<file path="src/verilog/ccf_pkg.sv">
// Shared constants and types for the channel command flag and status block
package ccf_pkg;
  // ****************************************
  // Command doubleword layout (bit 31 = MSB)
  // ****************************************
  localparam int CCF_FLAG_DC = 31;
  localparam int CCF_FLAG_CC = 30;
  localparam int CCF_FLAG_SIL = 29;
  localparam int CCF_FLAG_SKIP = 28;
  localparam int CCF_FLAG_PROGRESS_INTERRUPT_FLAG = 27;
  localparam int CCF_FLAG_HI = 31;
  localparam int CCF_FLAG_LO = 24;
  localparam int CCF_ADDR_HI = 23;
  localparam int CCF_ADDR_LO = 0;
  localparam int CCF_CNT_HI = 15;
  localparam int CCF_CNT_LO = 0;
  localparam int CCF_CMD_HI = 31;
  localparam int CCF_CMD_LO = 24;
  // ****************************************
  // Status flag word, bit n at position 15-n
  // ****************************************
  localparam logic [15:0] CCF_ST_PROGRESS_INTERRUPT_FLAG = 16'h4000;
  localparam logic [15:0] CCF_ST_LEN = 16'h2000;
  localparam logic [15:0] CCF_ST_PCHK = 16'h1000;
  localparam logic [15:0] CCF_ST_DCHK = 16'h0800;
  localparam logic [15:0] CCF_ST_NONE = 16'h0000;
  localparam logic [23:0] CCF_DW_BYTES = 24'h00_0008;
  localparam logic [23:0] CCF_WORD_MASK = 24'hFF_FFFC;
  localparam logic [15:0] CCF_CNT_ZERO = 16'h0000;
  localparam logic [15:0] CCF_CNT_ONE = 16'h0001;
  // ****************************************
  // Command byte classes (low nibble)
  // ****************************************
  localparam logic [3:0] CCF_OP_WRITE = 4'h1;
  localparam logic [3:0] CCF_OP_READ = 4'h2;
  localparam logic [3:0] CCF_OP_SENSE = 4'h4;
  localparam logic [1:0] CCF_OP_MASK_W = 2'h1;
  // ****************************************
  // AHB-Lite
  // ****************************************
  localparam logic [1:0] CCF_HTRANS_NONSEQ = 2'h2;
  localparam logic [2:0] CCF_HSIZE_WORD = 3'h2;
  localparam logic [7:0] CCF_REG_CTRL = 8'h00;
  localparam logic [7:0] CCF_REG_LIST = 8'h04;
  localparam logic [7:0] CCF_REG_STAT = 8'h08;
  localparam logic [7:0] CCF_REG_SW1 = 8'h0C;
  localparam logic [7:0] CCF_REG_SW2 = 8'h10;
  localparam logic [7:0] CCF_REG_SPTR = 8'h14;
  localparam logic [7:0] CCF_REG_SBUF = 8'h18;

  typedef enum logic [2:0] {
    CCF_IDLE = 3'h0,
    CCF_FETCH = 3'h1,
    CCF_EXEC = 3'h3,
    CCF_QUEUE = 3'h2,
    CCF_DONE = 3'h6
  } ccf_state_t;
endpackage : ccf_pkg

</file>
<file path="src/verilog/ccf_channel.sv">
// Command flag interpretation and status record building for one channel
//
// Added by the designer: the address map and the AHB-Lite slave port.
`timescale 1ns/1ps
// Overview of operation
// - Command chain flag fetches next doubleword, run with its own command byte.
// - Each command-chained read or write starts a new record.
// - Length mismatch ends the list unless suppress flag set.
// - Suppressing length error keeps reported residual count unchanged.
// - Suppress flag never prevents breaking a data chain on mismatch.
// - Skip flag runs operation fully but writes no data to memory.
// - Progress flag queues a status record when its command completes.
// - Progress record: zero count, progress flag only, address plus eight.
// - Progress fires on count zero under data chain or device end.
// - Byte count is low half of word two, at most 65535.
// - Zero count on read, write or sense ends list with program check, except in a data-chained doubleword.
// - Status record queued whenever a list completes or is terminated.
// - Status pointer shows where the status record was written.
// - Status word one: subaddress high byte, next-command address below.
// - Status word two: flags high half, residual count low half.
// - Reported address is last executed plus eight, else first command.
// - Flag bits: progress 1, length 2, program check 3, data check 4.
// - Data chain continues same command; address, count and flags change.
// - Flags from word two high byte, data address from word one.
module ccf_channel #(
  parameter int QDEPTH = 4
) (
  input wire logic hclk,
  input wire logic hresetn,
  input wire logic hsel,
  input wire logic [31:0] haddr,
  input wire logic [1:0] htrans,
  input wire logic hwrite,
  input wire logic [2:0] hsize,
  input wire logic [31:0] hwdata,
  input wire logic hready,
  output logic [31:0] hrdata,
  output logic hreadyout,
  output logic hresp,
  output logic mem_rd_req,
  output logic [23:0] mem_rd_addr,
  input wire logic mem_rd_valid,
  input wire logic [31:0] mem_rd_data,
  output logic dev_start,
  output logic [7:0] dev_cmd,
  output logic dev_new_record,
  input wire logic dev_byte,
  input wire logic dev_end,
  input wire logic dev_data_check,
  output logic [23:0] data_addr,
  output logic data_wr_en,
  output logic [15:0] residual
);
  // ****************************************
  // Bus slave
  // ****************************************
  logic ph_valid, ph_write;
  logic [7:0] ph_addr;
  logic next_ph_valid, next_ph_write;
  logic [7:0] next_ph_addr;
  logic go_pend, next_go_pend;
  logic [23:0] list_addr, next_list_addr, sbuf, next_sbuf, sptr, next_sptr;
  logic [7:0] subaddr, next_subaddr;
  logic [63:0] q_head, rec;
  logic q_ne, q_full, q_push, q_pop;

  always_comb begin
    next_ph_valid = hsel && hready && htrans == ccf_pkg::CCF_HTRANS_NONSEQ;
    next_ph_write = hwrite;
    next_ph_addr = haddr[7:0];
  end

  always_ff @(posedge hclk or negedge hresetn) begin
    if (!hresetn) begin
      ph_valid <= 1'b0;
      ph_write <= 1'b0;
      ph_addr <= '0;
    end else begin
      ph_valid <= next_ph_valid;
      ph_write <= next_ph_write;
      ph_addr <= next_ph_addr;
    end
  end

  assign hreadyout = 1'b1;
  assign hresp = 1'b0;
  wire wr = ph_valid && ph_write;
  // Reading the second status word removes the head record
  assign q_pop = ph_valid && !ph_write && ph_addr == ccf_pkg::CCF_REG_SW2;

  // ****************************************
  // Command list engine
  // ****************************************
  ccf_pkg::ccf_state_t state, next_state;
  logic word2, next_word2;
  logic [31:0] w1, next_w1;
  logic [7:0] cmd, next_cmd, flg, next_flg;
  logic [23:0] cur, next_cur, last_done, next_last_done, daddr, next_daddr;
  logic [15:0] cnt, next_cnt;
  logic executed, next_executed, in_dc, next_in_dc;
  logic [15:0] st, next_st;
  logic [15:0] rcnt, next_rcnt;
  logic progress_interrupt_flag_q, next_progress_interrupt_flag_q, len_err;
  logic req, next_req;
  logic was_exec, next_was_exec, long_blk, next_long_blk;
  logic [3:0] op;

  assign op = cmd[3:0];
  wire is_xfer = op == ccf_pkg::CCF_OP_WRITE || op == ccf_pkg::CCF_OP_READ
    || op == ccf_pkg::CCF_OP_SENSE;
  wire is_rd = op == ccf_pkg::CCF_OP_READ || op == ccf_pkg::CCF_OP_SENSE;

  always_comb begin
    next_state = state;
    next_word2 = word2;
    next_w1 = w1;
    next_cmd = cmd;
    next_flg = flg;
    next_cur = cur;
    next_last_done = last_done;
    next_daddr = daddr;
    next_cnt = cnt;
    next_executed = executed;
    next_in_dc = in_dc;
    next_st = st;
    next_rcnt = rcnt;
    next_progress_interrupt_flag_q = 1'b0;
    next_req = 1'b0;
    next_was_exec = state == ccf_pkg::CCF_EXEC;
    next_long_blk = long_blk;
    next_go_pend = go_pend;
    next_list_addr = list_addr;
    next_subaddr = subaddr;
    next_sbuf = sbuf;
    next_sptr = sptr;
    len_err = 1'b0;
    if (wr && ph_addr == ccf_pkg::CCF_REG_LIST) begin
      next_list_addr = hwdata[23:0] & ccf_pkg::CCF_WORD_MASK;
    end
    if (wr && ph_addr == ccf_pkg::CCF_REG_SBUF) begin
      next_sbuf = hwdata[23:0] & ccf_pkg::CCF_WORD_MASK;
    end
    if (wr && ph_addr == ccf_pkg::CCF_REG_CTRL) begin
      next_subaddr = hwdata[7:0];
      next_go_pend = hwdata[8];
    end
    if (q_pop && q_ne) begin
      next_sptr = sbuf;
    end
    case (state)
      ccf_pkg::CCF_IDLE: begin
        if (go_pend) begin
          next_go_pend = 1'b0;
          next_cur = list_addr;
          next_last_done = list_addr;
          next_executed = 1'b0;
          next_long_blk = 1'b0;
          next_in_dc = 1'b0;
          next_word2 = 1'b0;
          next_req = 1'b1;
          next_state = ccf_pkg::CCF_FETCH;
        end
      end
      ccf_pkg::CCF_FETCH: begin
        if (mem_rd_valid) begin
          if (!word2) begin
            next_w1 = mem_rd_data;
            next_word2 = 1'b1;
            next_req = 1'b1;
          end else begin
            next_word2 = 1'b0;
            next_long_blk = 1'b0;
            // Data-chained doublewords keep the first command byte
            if (!in_dc) begin
              next_cmd = w1[ccf_pkg::CCF_CMD_HI:ccf_pkg::CCF_CMD_LO];
            end
            next_daddr = w1[ccf_pkg::CCF_ADDR_HI:ccf_pkg::CCF_ADDR_LO];
            next_flg = mem_rd_data[ccf_pkg::CCF_FLAG_HI:ccf_pkg::CCF_FLAG_LO];
            next_cnt = mem_rd_data[ccf_pkg::CCF_CNT_HI:ccf_pkg::CCF_CNT_LO];
            next_state = ccf_pkg::CCF_EXEC;
          end
        end else begin
          next_req = !mem_rd_req;
        end
      end
      ccf_pkg::CCF_EXEC: begin
        if (is_xfer && cnt == ccf_pkg::CCF_CNT_ZERO && !in_dc && !was_exec) begin
          next_st = ccf_pkg::CCF_ST_PCHK;
          next_rcnt = cnt;
          next_state = ccf_pkg::CCF_QUEUE;
        end else if (dev_data_check) begin
          next_st = ccf_pkg::CCF_ST_DCHK;
          next_rcnt = cnt;
          next_last_done = cur + ccf_pkg::CCF_DW_BYTES;
          next_state = ccf_pkg::CCF_QUEUE;
        end else if (dev_byte && cnt != ccf_pkg::CCF_CNT_ZERO) begin
          next_cnt = cnt - ccf_pkg::CCF_CNT_ONE;
          next_daddr = daddr + 24'h00_0001;
          if (flg[ccf_pkg::CCF_FLAG_DC - 24] && cnt == ccf_pkg::CCF_CNT_ONE) begin
            // Count exhausted: continue with next doubleword of same command
            next_progress_interrupt_flag_q = flg[ccf_pkg::CCF_FLAG_PROGRESS_INTERRUPT_FLAG - 24];
            next_last_done = cur + ccf_pkg::CCF_DW_BYTES;
            next_cur = cur + ccf_pkg::CCF_DW_BYTES;
            next_in_dc = 1'b1;
            next_req = 1'b1;
            next_state = ccf_pkg::CCF_FETCH;
          end
        end else if (dev_byte || dev_end) begin
          // Long block when bytes outrun count, short block at early end
          // Extra bytes are remembered until device end
          if (dev_byte) begin
            next_long_blk = 1'b1;
          end
          len_err = next_long_blk || (dev_end && cnt != ccf_pkg::CCF_CNT_ZERO);
          next_last_done = cur + ccf_pkg::CCF_DW_BYTES;
          next_rcnt = cnt;
          if (dev_end) begin
            next_progress_interrupt_flag_q = flg[ccf_pkg::CCF_FLAG_PROGRESS_INTERRUPT_FLAG - 24];
            if (len_err && (!flg[ccf_pkg::CCF_FLAG_SIL - 24] || flg[ccf_pkg::CCF_FLAG_DC - 24])) begin
              next_st = ccf_pkg::CCF_ST_LEN;
              next_state = ccf_pkg::CCF_QUEUE;
            end else if (flg[ccf_pkg::CCF_FLAG_CC - 24]) begin
              next_cur = cur + ccf_pkg::CCF_DW_BYTES;
              next_in_dc = 1'b0;
              next_req = 1'b1;
              next_state = ccf_pkg::CCF_FETCH;
            end else begin
              next_st = ccf_pkg::CCF_ST_NONE;
              next_state = ccf_pkg::CCF_QUEUE;
            end
          end
        end
        if (dev_end || dev_byte) begin
          next_executed = 1'b1;
        end
      end
      ccf_pkg::CCF_QUEUE: begin
        // A pending progress record takes the push slot first
        if (!q_full && !progress_interrupt_flag_q) begin
          next_state = ccf_pkg::CCF_DONE;
        end
      end
      ccf_pkg::CCF_DONE: begin
        next_state = ccf_pkg::CCF_IDLE;
      end
      default: begin
        next_state = ccf_pkg::CCF_IDLE;
      end
    endcase
  end

  always_ff @(posedge hclk or negedge hresetn) begin
    if (!hresetn) begin
      state <= ccf_pkg::CCF_IDLE;
      word2 <= 1'b0;
      w1 <= '0;
      cmd <= '0;
      flg <= '0;
      cur <= '0;
      last_done <= '0;
      daddr <= '0;
      cnt <= '0;
      executed <= 1'b0;
      in_dc <= 1'b0;
      st <= '0;
      rcnt <= '0;
      progress_interrupt_flag_q <= 1'b0;
      req <= 1'b0;
      was_exec <= 1'b0;
      long_blk <= 1'b0;
      go_pend <= 1'b0;
      list_addr <= '0;
      subaddr <= '0;
      sbuf <= '0;
      sptr <= '0;
    end else begin
      state <= next_state;
      word2 <= next_word2;
      w1 <= next_w1;
      cmd <= next_cmd;
      flg <= next_flg;
      cur <= next_cur;
      last_done <= next_last_done;
      daddr <= next_daddr;
      cnt <= next_cnt;
      executed <= next_executed;
      in_dc <= next_in_dc;
      st <= next_st;
      rcnt <= next_rcnt;
      progress_interrupt_flag_q <= next_progress_interrupt_flag_q;
      req <= next_req;
      was_exec <= next_was_exec;
      long_blk <= next_long_blk;
      go_pend <= next_go_pend;
      list_addr <= next_list_addr;
      subaddr <= next_subaddr;
      sbuf <= next_sbuf;
      sptr <= next_sptr;
    end
  end

  // ****************************************
  // Device side and status records
  // ****************************************
  assign mem_rd_req = req;
  assign mem_rd_addr = word2 ? cur + 24'h00_0004 : cur;
  // First cycle of a command; a zero-count transfer never reaches the device
  assign dev_start = state == ccf_pkg::CCF_EXEC && !was_exec && !in_dc
    && !(is_xfer && cnt == ccf_pkg::CCF_CNT_ZERO);
  assign dev_new_record = dev_start;
  assign dev_cmd = cmd;
  assign data_addr = daddr;
  // Skip suppresses memory writes but device still moves data
  assign data_wr_en = state == ccf_pkg::CCF_EXEC && dev_byte && is_rd
    && cnt != ccf_pkg::CCF_CNT_ZERO && !flg[ccf_pkg::CCF_FLAG_SKIP - 24];
  assign residual = cnt;

  // Progress records take priority slot order; final record in QUEUE state
  logic [15:0] rec_flags, rec_cnt;
  logic [23:0] rec_addr;
  always_comb begin
    if (progress_interrupt_flag_q) begin
      rec_flags = ccf_pkg::CCF_ST_PROGRESS_INTERRUPT_FLAG;
      rec_cnt = ccf_pkg::CCF_CNT_ZERO;
      rec_addr = last_done;
    end else begin
      rec_flags = st;
      rec_cnt = rcnt;
      rec_addr = last_done;
    end
  end
  assign q_push = progress_interrupt_flag_q || (state == ccf_pkg::CCF_QUEUE && !q_full);

  ccf_status_pack u_pack (
    .subaddr(subaddr),
    .cmd_addr(rec_addr),
    .flags(rec_flags),
    .residual(rec_cnt),
    .record(rec)
  );

  ccf_status_queue #(.DEPTH(QDEPTH)) u_queue (
    .hclk(hclk),
    .hresetn(hresetn),
    .push(q_push),
    .push_data(rec),
    .pop(q_pop),
    .head(q_head),
    .not_empty(q_ne),
    .full(q_full)
  );

  always_comb begin
    case (ph_addr)
      ccf_pkg::CCF_REG_CTRL: hrdata = {23'h00_0000, go_pend, subaddr};
      ccf_pkg::CCF_REG_LIST: hrdata = {8'h00, list_addr};
      ccf_pkg::CCF_REG_STAT: hrdata = {27'h000_0000, q_full, q_ne, state};
      ccf_pkg::CCF_REG_SW1: hrdata = q_head[63:32];
      ccf_pkg::CCF_REG_SW2: hrdata = q_head[31:0];
      ccf_pkg::CCF_REG_SPTR: hrdata = {8'h00, sptr};
      ccf_pkg::CCF_REG_SBUF: hrdata = {8'h00, sbuf};
      default: hrdata = 32'h0000_0000;
    endcase
  end

  AST_ZERO_CNT: assert property (@(posedge hclk) disable iff (!hresetn)
    state == ccf_pkg::CCF_EXEC && is_xfer && cnt == ccf_pkg::CCF_CNT_ZERO && !in_dc
    && !was_exec
    |=> st == ccf_pkg::CCF_ST_PCHK && state == ccf_pkg::CCF_QUEUE)
    else $error("zero count did not raise program check");
  AST_SKIP: assert property (@(posedge hclk) disable iff (!hresetn)
    flg[ccf_pkg::CCF_FLAG_SKIP - 24] |-> !data_wr_en)
    else $error("skip still wrote memory");
  AST_PROGRESS_INTERRUPT_FLAG_REC: assert property (@(posedge hclk) disable iff (!hresetn)
    progress_interrupt_flag_q |-> q_push && rec[31:0] == {ccf_pkg::CCF_ST_PROGRESS_INTERRUPT_FLAG, ccf_pkg::CCF_CNT_ZERO})
    else $error("progress record malformed");
  AST_LEN: assert property (@(posedge hclk) disable iff (!hresetn)
    state == ccf_pkg::CCF_EXEC && dev_end && cnt != ccf_pkg::CCF_CNT_ZERO
    && !flg[ccf_pkg::CCF_FLAG_SIL - 24] |=> state == ccf_pkg::CCF_QUEUE)
    else $error("length mismatch did not end list");
  AST_QUEUE: assert property (@(posedge hclk) disable iff (!hresetn)
    state == ccf_pkg::CCF_QUEUE && !q_full && !progress_interrupt_flag_q
    |-> q_push ##1 state == ccf_pkg::CCF_DONE)
    else $error("final status not queued");
  AST_PTR: assert property (@(posedge hclk) disable iff (!hresetn)
    q_pop && q_ne |=> sptr == $past(sbuf))
    else $error("status pointer not updated");
  AST_W1: assert property (@(posedge hclk) disable iff (!hresetn)
    q_push |-> rec[63:56] == subaddr && rec[55:32] == last_done)
    else $error("status word one malformed");
  AST_DC_CMD: assert property (@(posedge hclk) disable iff (!hresetn)
    state == ccf_pkg::CCF_FETCH && in_dc |=> $stable(cmd))
    else $error("data chain changed command");
endmodule : ccf_channel

</file>
<file path="src/verilog/ccf_status_queue.sv">
// Status record queue holding records in posting order
`timescale 1ns/1ps
module ccf_status_queue #(
  parameter int DEPTH = 4
) (
  input wire logic hclk,
  input wire logic hresetn,
  input wire logic push,
  input wire logic [63:0] push_data,
  input wire logic pop,
  output logic [63:0] head,
  output logic not_empty,
  output logic full
);
  localparam int AW = $clog2(DEPTH);
  logic [63:0] mem [DEPTH];
  logic [AW:0] wr_ptr, rd_ptr, next_wr_ptr, next_rd_ptr;

  always_comb begin
    next_wr_ptr = wr_ptr;
    next_rd_ptr = rd_ptr;
    if (push && !full) begin
      next_wr_ptr = wr_ptr + 1'b1;
    end
    if (pop && not_empty) begin
      next_rd_ptr = rd_ptr + 1'b1;
    end
  end

  always_ff @(posedge hclk or negedge hresetn) begin
    if (!hresetn) begin
      wr_ptr <= '0;
      rd_ptr <= '0;
    end else begin
      wr_ptr <= next_wr_ptr;
      rd_ptr <= next_rd_ptr;
    end
  end

  // Entry storage, one slot per index
  genvar g;
  for (g = 0; g < DEPTH; g++) begin : g_slot
    always_ff @(posedge hclk or negedge hresetn) begin
      if (!hresetn) begin
        mem[g] <= '0;
      end else if (push && !full && wr_ptr[AW-1:0] == AW'(g)) begin
        mem[g] <= push_data;
      end
    end
  end

  assign head = mem[rd_ptr[AW-1:0]];
  assign not_empty = wr_ptr != rd_ptr;
  assign full = (wr_ptr[AW] != rd_ptr[AW]) && (wr_ptr[AW-1:0] == rd_ptr[AW-1:0]);

  AST_FIFO_ORDER: assert property (@(posedge hclk) disable iff (!hresetn)
    pop && not_empty |=> rd_ptr == $past(rd_ptr) + 1'b1)
    else $error("queue read pointer did not advance");
endmodule : ccf_status_queue

</file>
<file path="src/verilog/ccf_status_pack.sv">
// Status doubleword assembly
`timescale 1ns/1ps
module ccf_status_pack (
  input wire logic [7:0] subaddr,
  input wire logic [23:0] cmd_addr,
  input wire logic [15:0] flags,
  input wire logic [15:0] residual,
  output logic [63:0] record
);
  // Word 1: subaddress high byte, address low; word 2: flags high, count low
  assign record = {subaddr, cmd_addr, flags, residual};
endmodule : ccf_status_pack

</file>
<file path="config.mk">
export PLATFORM = sky130hd
export DESIGN_NAME = ccf_channel
export DESIGN_NICKNAME = d
export VERILOG_FILES = /design/src/verilog/ccf_pkg.sv /design/src/verilog/ccf_channel.sv /design/src/verilog/ccf_status_queue.sv /design/src/verilog/ccf_status_pack.sv
export SDC_FILE = /design/constraint.sdc
export NUM_CORES = 1
export LEC_CHECK = 0
export BUFFER_PORTS_ARGS = -buffer_cell sky130_fd_sc_hd__buf_2
export CORE_ASPECT_RATIO = 1.2
export CORE_MARGIN = 4
export CORE_UTILIZATION = 28
export CTS_CLUSTER_SIZE = 14
export DETAILED_ROUTE_END_ITERATION = 7
export HOLD_SLACK_MARGIN = 0.1
export PLACE_DENSITY = 0.5
export SYNTH_ARGS = -nofsm -noshare
export SYNTH_HDL_FRONTEND = slang
export SYNTH_SLANG_ARGS = --single-unit
</file>
<file path="constraint.sdc">
create_clock -name hclk -period 6.07 [get_ports hclk]
set_input_delay 0.607 -clock hclk [delete_from_list [all_inputs] [get_ports hclk]]
set_output_delay 0.607 -clock hclk [all_outputs]
set_load 0.005 [all_outputs]
</file>
Word-level counts from Yosys, hierarchy flattened. Index checks and enable logic that the tools add are counted.

Logic and storage cells: 255. Output and inout port bits: 110. Bits of input ports: 110. Register bits after elaboration: 524.

Add/subtract/negate cells: 6. Reductions and logical operators: 69. Mux-type cells: 105. $lt $le $gt $ge: 1. Bitwise logic cells: 3. Equality and inequality tests: 41.

Operators by type and width (number): $mux W24 (19); $mux W16 (18); $pmux W32 S7 (1); $pmux W24 S2 (3); $bmux W64 S2 (1); $mux W64 (2); $mux W1 (43); $pmux W16 S2 (1); $logic_and A1 B1 Y1 (31); $mux W3 (10); $add A24 B1 Y24 const B (1); $add A24 B3 Y24 const B (1); $add A24 B4 Y24 const B (1); $eq A8 B5 Y1 const B (3); $eq A16 B1 Y1 const B (1); $eq A8 B4 Y1 const B (2); $logic_not A16 Y1 (1); $reduce_bool A16 Y1 (1); $sub A16 B1 Y16 const B (1); $ne A2 B2 Y1 const B (7); $pmux W3 S4 (1); $reduce_and A3 Y1 (4); $reduce_and A5 Y1 (2); $logic_not A1 Y1 (9); other kinds (38) (61).

Longest topological paths before layout.
Depth in word-level cells: 17. Depth in mapped cells: 10.

Hierarchy. Synthesis repeated with hierarchy kept, for this count alone.

Cells, all modules: 1927. Area, all modules: 24498.5 µm².

By module, submodules not included: ccf_channel (cells an instance 1203, sequential area each 6155.9 µm², instances 1, area each 12522.0 µm²); ccf_status_queue (cells an instance 660, sequential area each 6556.3 µm², instances 1, area each 11496.0 µm²); ccf_status_pack (cells an instance 64, sequential area each 0.0 µm², instances 1, area each 480.5 µm²).

Worst setup path after synthesis. Ideal clock, no wire load.

Kind: flip-flop to output port. Start point: reg u_queue.rd_ptr[0]. End point: out hrdata[18]. Setup slack: 3.287 ns. Path buffers: 3. Data arrival time: 2.176 ns. Cell stages (with the launch flop): 7. Cell sequence: dfrtp_1 > buf_2 > buf_2 > buf_1 > mux4_2 > a22oi_1 > nand2_1.

Word-level cells in the longest chain between the ends: 5.

RTL lines: start: declaration (RTL line ccf_status_queue.sv:17) `logic [AW:0] wr_ptr, rd_ptr, next_wr_ptr, next_rd_ptr;`; start signal: assignment (RTL line ccf_status_queue.sv:36) `rd_ptr <= next_rd_ptr;`; $not A2 Y3 (implied by the code) (RTL line ccf_status_queue.sv:52) `assign head = mem[rd_ptr[AW-1:0]];`; $bmux W64 S2 (RTL line ccf_status_queue.sv:52); $mux W64 (implied by the code) (2 in a row) (RTL line ccf_status_queue.sv:52); $pmux W32 S7 (RTL line ccf_channel.sv:354) `case (ph_addr)`; end: declaration (RTL line ccf_channel.sv:37) `output logic [31:0] hrdata,`.

Every way passes these cells. The select of a mux whose other input is x is not followed.

Worst setup path after layout.
Start point: reg ph_addr[1]. End point: out hrdata[7].

Word-level cells in the longest chain between the ends: 2. Elaborated cells on any way between the ends: 8. Classes of those cells: eq/ne: 6; mux: 1; reduce/logical: 1.

RTL lines: start: declaration (RTL line ccf_channel.sv:58) `logic [7:0] ph_addr;`; start signal: assignment (RTL line ccf_channel.sv:81) `ph_addr <= next_ph_addr;`; $eq A8 B5 Y1 (tied with other cells) (RTL line ccf_channel.sv:354); $pmux W32 S7 (*) (RTL line ccf_channel.sv:354).

Every way passes the cells marked *; elsewhere a longest branch is shown, timed or not.

==> run metrics <==
Final Slew Violations=0; Synth Warn #=0; largest net degree at the start of global routing=133; row cnt=111; Sequential Power Share=42.5%; gr usage total=15.91%; Avg WL per Cell=22.08 µm; Final Non-Filler Cells=2943; Mapped Avg Cell Area=12.55 µm²; clk_lat worst skew=0.60 ns; number of synthesized flops with an enable pin=0; Core Region=0.07666 mm²; Worst-path clk slew=0.06 ns; MaxCap Viol Count=0; CP required=5.46 ns; Tmin final=4.264 ns; Crit. End Element=output port; crit-path max cell delay=0.66 ns; Inst Count DP=2833; IO Count=220; Post-CTS Setup Bufs=0; crit-path cells=or4_1 -> or3_1 -> nor2_2 -> buf_4 -> a22oi_1 -> nand3_1 -> buf_2; total gr overflow=0; layout cells sized above 1=37.79%; CTS Buffer Depth=3; Final WS setup=1.806 ns; TritonCTS clock tree=yes; Die ar.=0.08203 mm²; fraction of registers with async set/reset=100.0%; Layout Nets=2001; status=complete, no violations; Design Area, Final=0.02548 mm²; CP max-delay cell=nor2_2; first-pass GRT wire length=100900 µm; max_slew headroom=29.89%; Lkg Pwr=0.01161 µW; Seq/Total Area, Yosys=53.05%; antenna-violating nets left=0; clock sink count=460; Final Hold Fails=0; Area Overhead vs Synth=17.44%; number of port buffers=182; die height=312.9 µm; setup violators final=0; Least-Margin Pin Slew=1.052 ns; largest fanout on the critical path=22; Synth cell types=75; Final Core Density=33.24%; PwrDens=429.2 mW/mm²; 1st-iter DRT viols=1013; top-count cell post-synth=dfrtp_1; critical path launch point type=flip-flop; RSZ-0062 raised after global routing=false; Setup Crit Path Kind=flip-flop to output port; Top FF cell, synth=dfrtp_1; Synth top area share=53.05%; Final Cycle Share=70.24%; First-pass DRT Iterations=5; FF+latch count, synth=460; Mapped Cells=1729; Mapped Area=0.02170 mm²; Die X=262.1 µm; hpwl dp=42990 µm; drt via density=5.025; sw power=3693 µW; # hold bufs at CTS=10; pre-CTS setup slack=2.119 ns; CTS resizes=0; dominant cell type by area after synthesis=dfrtp_1; CTS H-tree lvls=2; Max Clock Freq=0.2345 GHz; Synth top cells by count=dfrtp_1 (460), mux2_2 (349), nand2_1 (112); routability congestion estimate=0.8203; Final Skew=0.02261 ns; Placed Area=0.02363 mm²; final WL=64970 µm; Starting Density=28.30%; ranking of synthesized cells by area=dfrtp_1 (53%), mux2_2 (18%), mux4_2 (5.4%); Worst IR Drop VDD=0.0002225 V; post-route DRC violation count=0; # fillers=7653; setup TNS=0 ns; Clock Power Share=29.3%; Crit path arrival time=3.66 ns; Logic pwr share=28.2%; Root Buffer=clkbuf_16; hold crit path type=input pin to flip-flop; switching share of power=33.77%; vias=14790; r2r setup slk=2.14 ns; Num CTS Buffers=53; syn nets=1849; P_int=7244 µW; initial antenna violation count=4; vias in the first global route=15746
stage by stage:
step	hold slack, ns	power [µW]
after floorplan	0.3114	6584
after global placement	0.4586	7703
after detailed placement	0.4661	7826
after CTS	0.1889	11100
after global routing	0.2114	11600
final	0.2339	10940
cell type report:
type / instances / area [µm²] / area share (%)
multi-input combinational: 1135 / 9632 / 37.80
antenna: 2 / 5.005 / 0.01964
sequential: 460 / 11520 / 45.20
clock inverter: 16 / 163.9 / 0.6432
clock buffer: 82 / 1587 / 6.226
inverter: 13 / 50.05 / 0.1964
timing repair buffer: 218 / 1254 / 4.920
tap: 1017 / 1272 / 4.994
cells in the final DEF, fill, tap and decap left out, types with 8 or more instances in the layout:
cell | netlist | layout
nor3_1 | 16 | 16
ha_1 | 10 | 10
o21ai_0 | 75 | 75
buf_2 | 20 | 181
nand4_1 | 14 | 14
and3_1 | 14 | 14
clkbuf_1 | 73 | 15
dlygate4sd3_1 | 0 | 10
mux4_2 | 52 | 52
a22oi_1 | 56 | 56
xor2_1 | 22 | 22
xnor2_1 | 24 | 24
a2bb2oi_1 | 8 | 8
clkbuf_8 | 0 | 13
a31oi_1 | 13 | 13
clkbuf_16 | 0 | 54
mux2_2 | 349 | 349
and2_1 | 13 | 13
buf_4 | 9 | 23
nand2_1 | 112 | 108
a21oi_1 | 46 | 45
nor2b_1 | 25 | 25
mux2_4 | 8 | 8
nand3_1 | 51 | 51
dfrtp_1 | 460 | 458
nor2_1 | 90 | 89
o22a_1 | 14 | 14
nor4_1 | 13 | 13
inv_1 | 13 | 12
routing by layer:
layer	vias up	share of wire (%)	global-route usage [%]
li1	6640	-	-
met1	7726	44	21.24
met2	345	49	26.61
met3	79	4.9	3.063
met4	0	2.4	4.044
met5	-	0	0
power groups by stage:
stage,Sequential (µW),Combinational [µW],Clock (µW)
3_3_place_gp,4640,3070,0
4_1_cts,4640,3150,3310
5_1_grt,4760,3420,3430
6_report,4650,3090,3200
3_5_place_dp,4690,3130,0
2_1_floorplan,4360,2230,0
critical path, delay by kind of cell (launching register included):
kind                   cells  cell delay (ns)
flip-flops                 1             0.35
AO/OA/AOI/OAI              1             0.12
buffers and inverters      2             0.63
AND/OR/NAND/NOR            4             1.97
flip-flops by register name, indices dropped and copies added, names as in the netlist, 22 cells and up:
| register | cells |
|---|---|
| data_addr | 24 |
| sbuf | 22 |
| list_addr | 22 |
| w1 | 32 |
| sptr | 22 |
| u_queue.mem | 208 |
| cur | 24 |
| last_done | 24 |
path summary, 6_finish.rpt:
kind | from | endpoint | cells past startpoint
max reg2reg | state[0] | residual[4] | 8
min | mem_rd_data[25] | w1[25] | 2
min reg2reg | u_queue.mem[30] | u_queue.mem[30] | 2
max in group asynchronous | hresetn | u_queue.mem[4] | 3
max | ph_addr[1] | hrdata[7] | 7
min in group asynchronous | hresetn | list_addr[16] | 2
cell families (layout without fill, tap and decap cells):
kind of cell / Yosys count / after routing / share of synthesized area [%]
AOI/OAI and AO/OA: 281 / 281 / 8.759
xor gates and xnor gates: 46 / 46 / 1.857
adders and majority gates: 10 / 10 / 0.5766
buffers and inverters: 134 / 329 / 2.727
DFF: 460 / 460 / 53.05
muxes: 415 / 415 / 24.34
other: 2 / 4 / 0.03461
and+or+nand+nor: 381 / 381 / 8.655
Note: power is estimated with default switching activity, not from simulation.
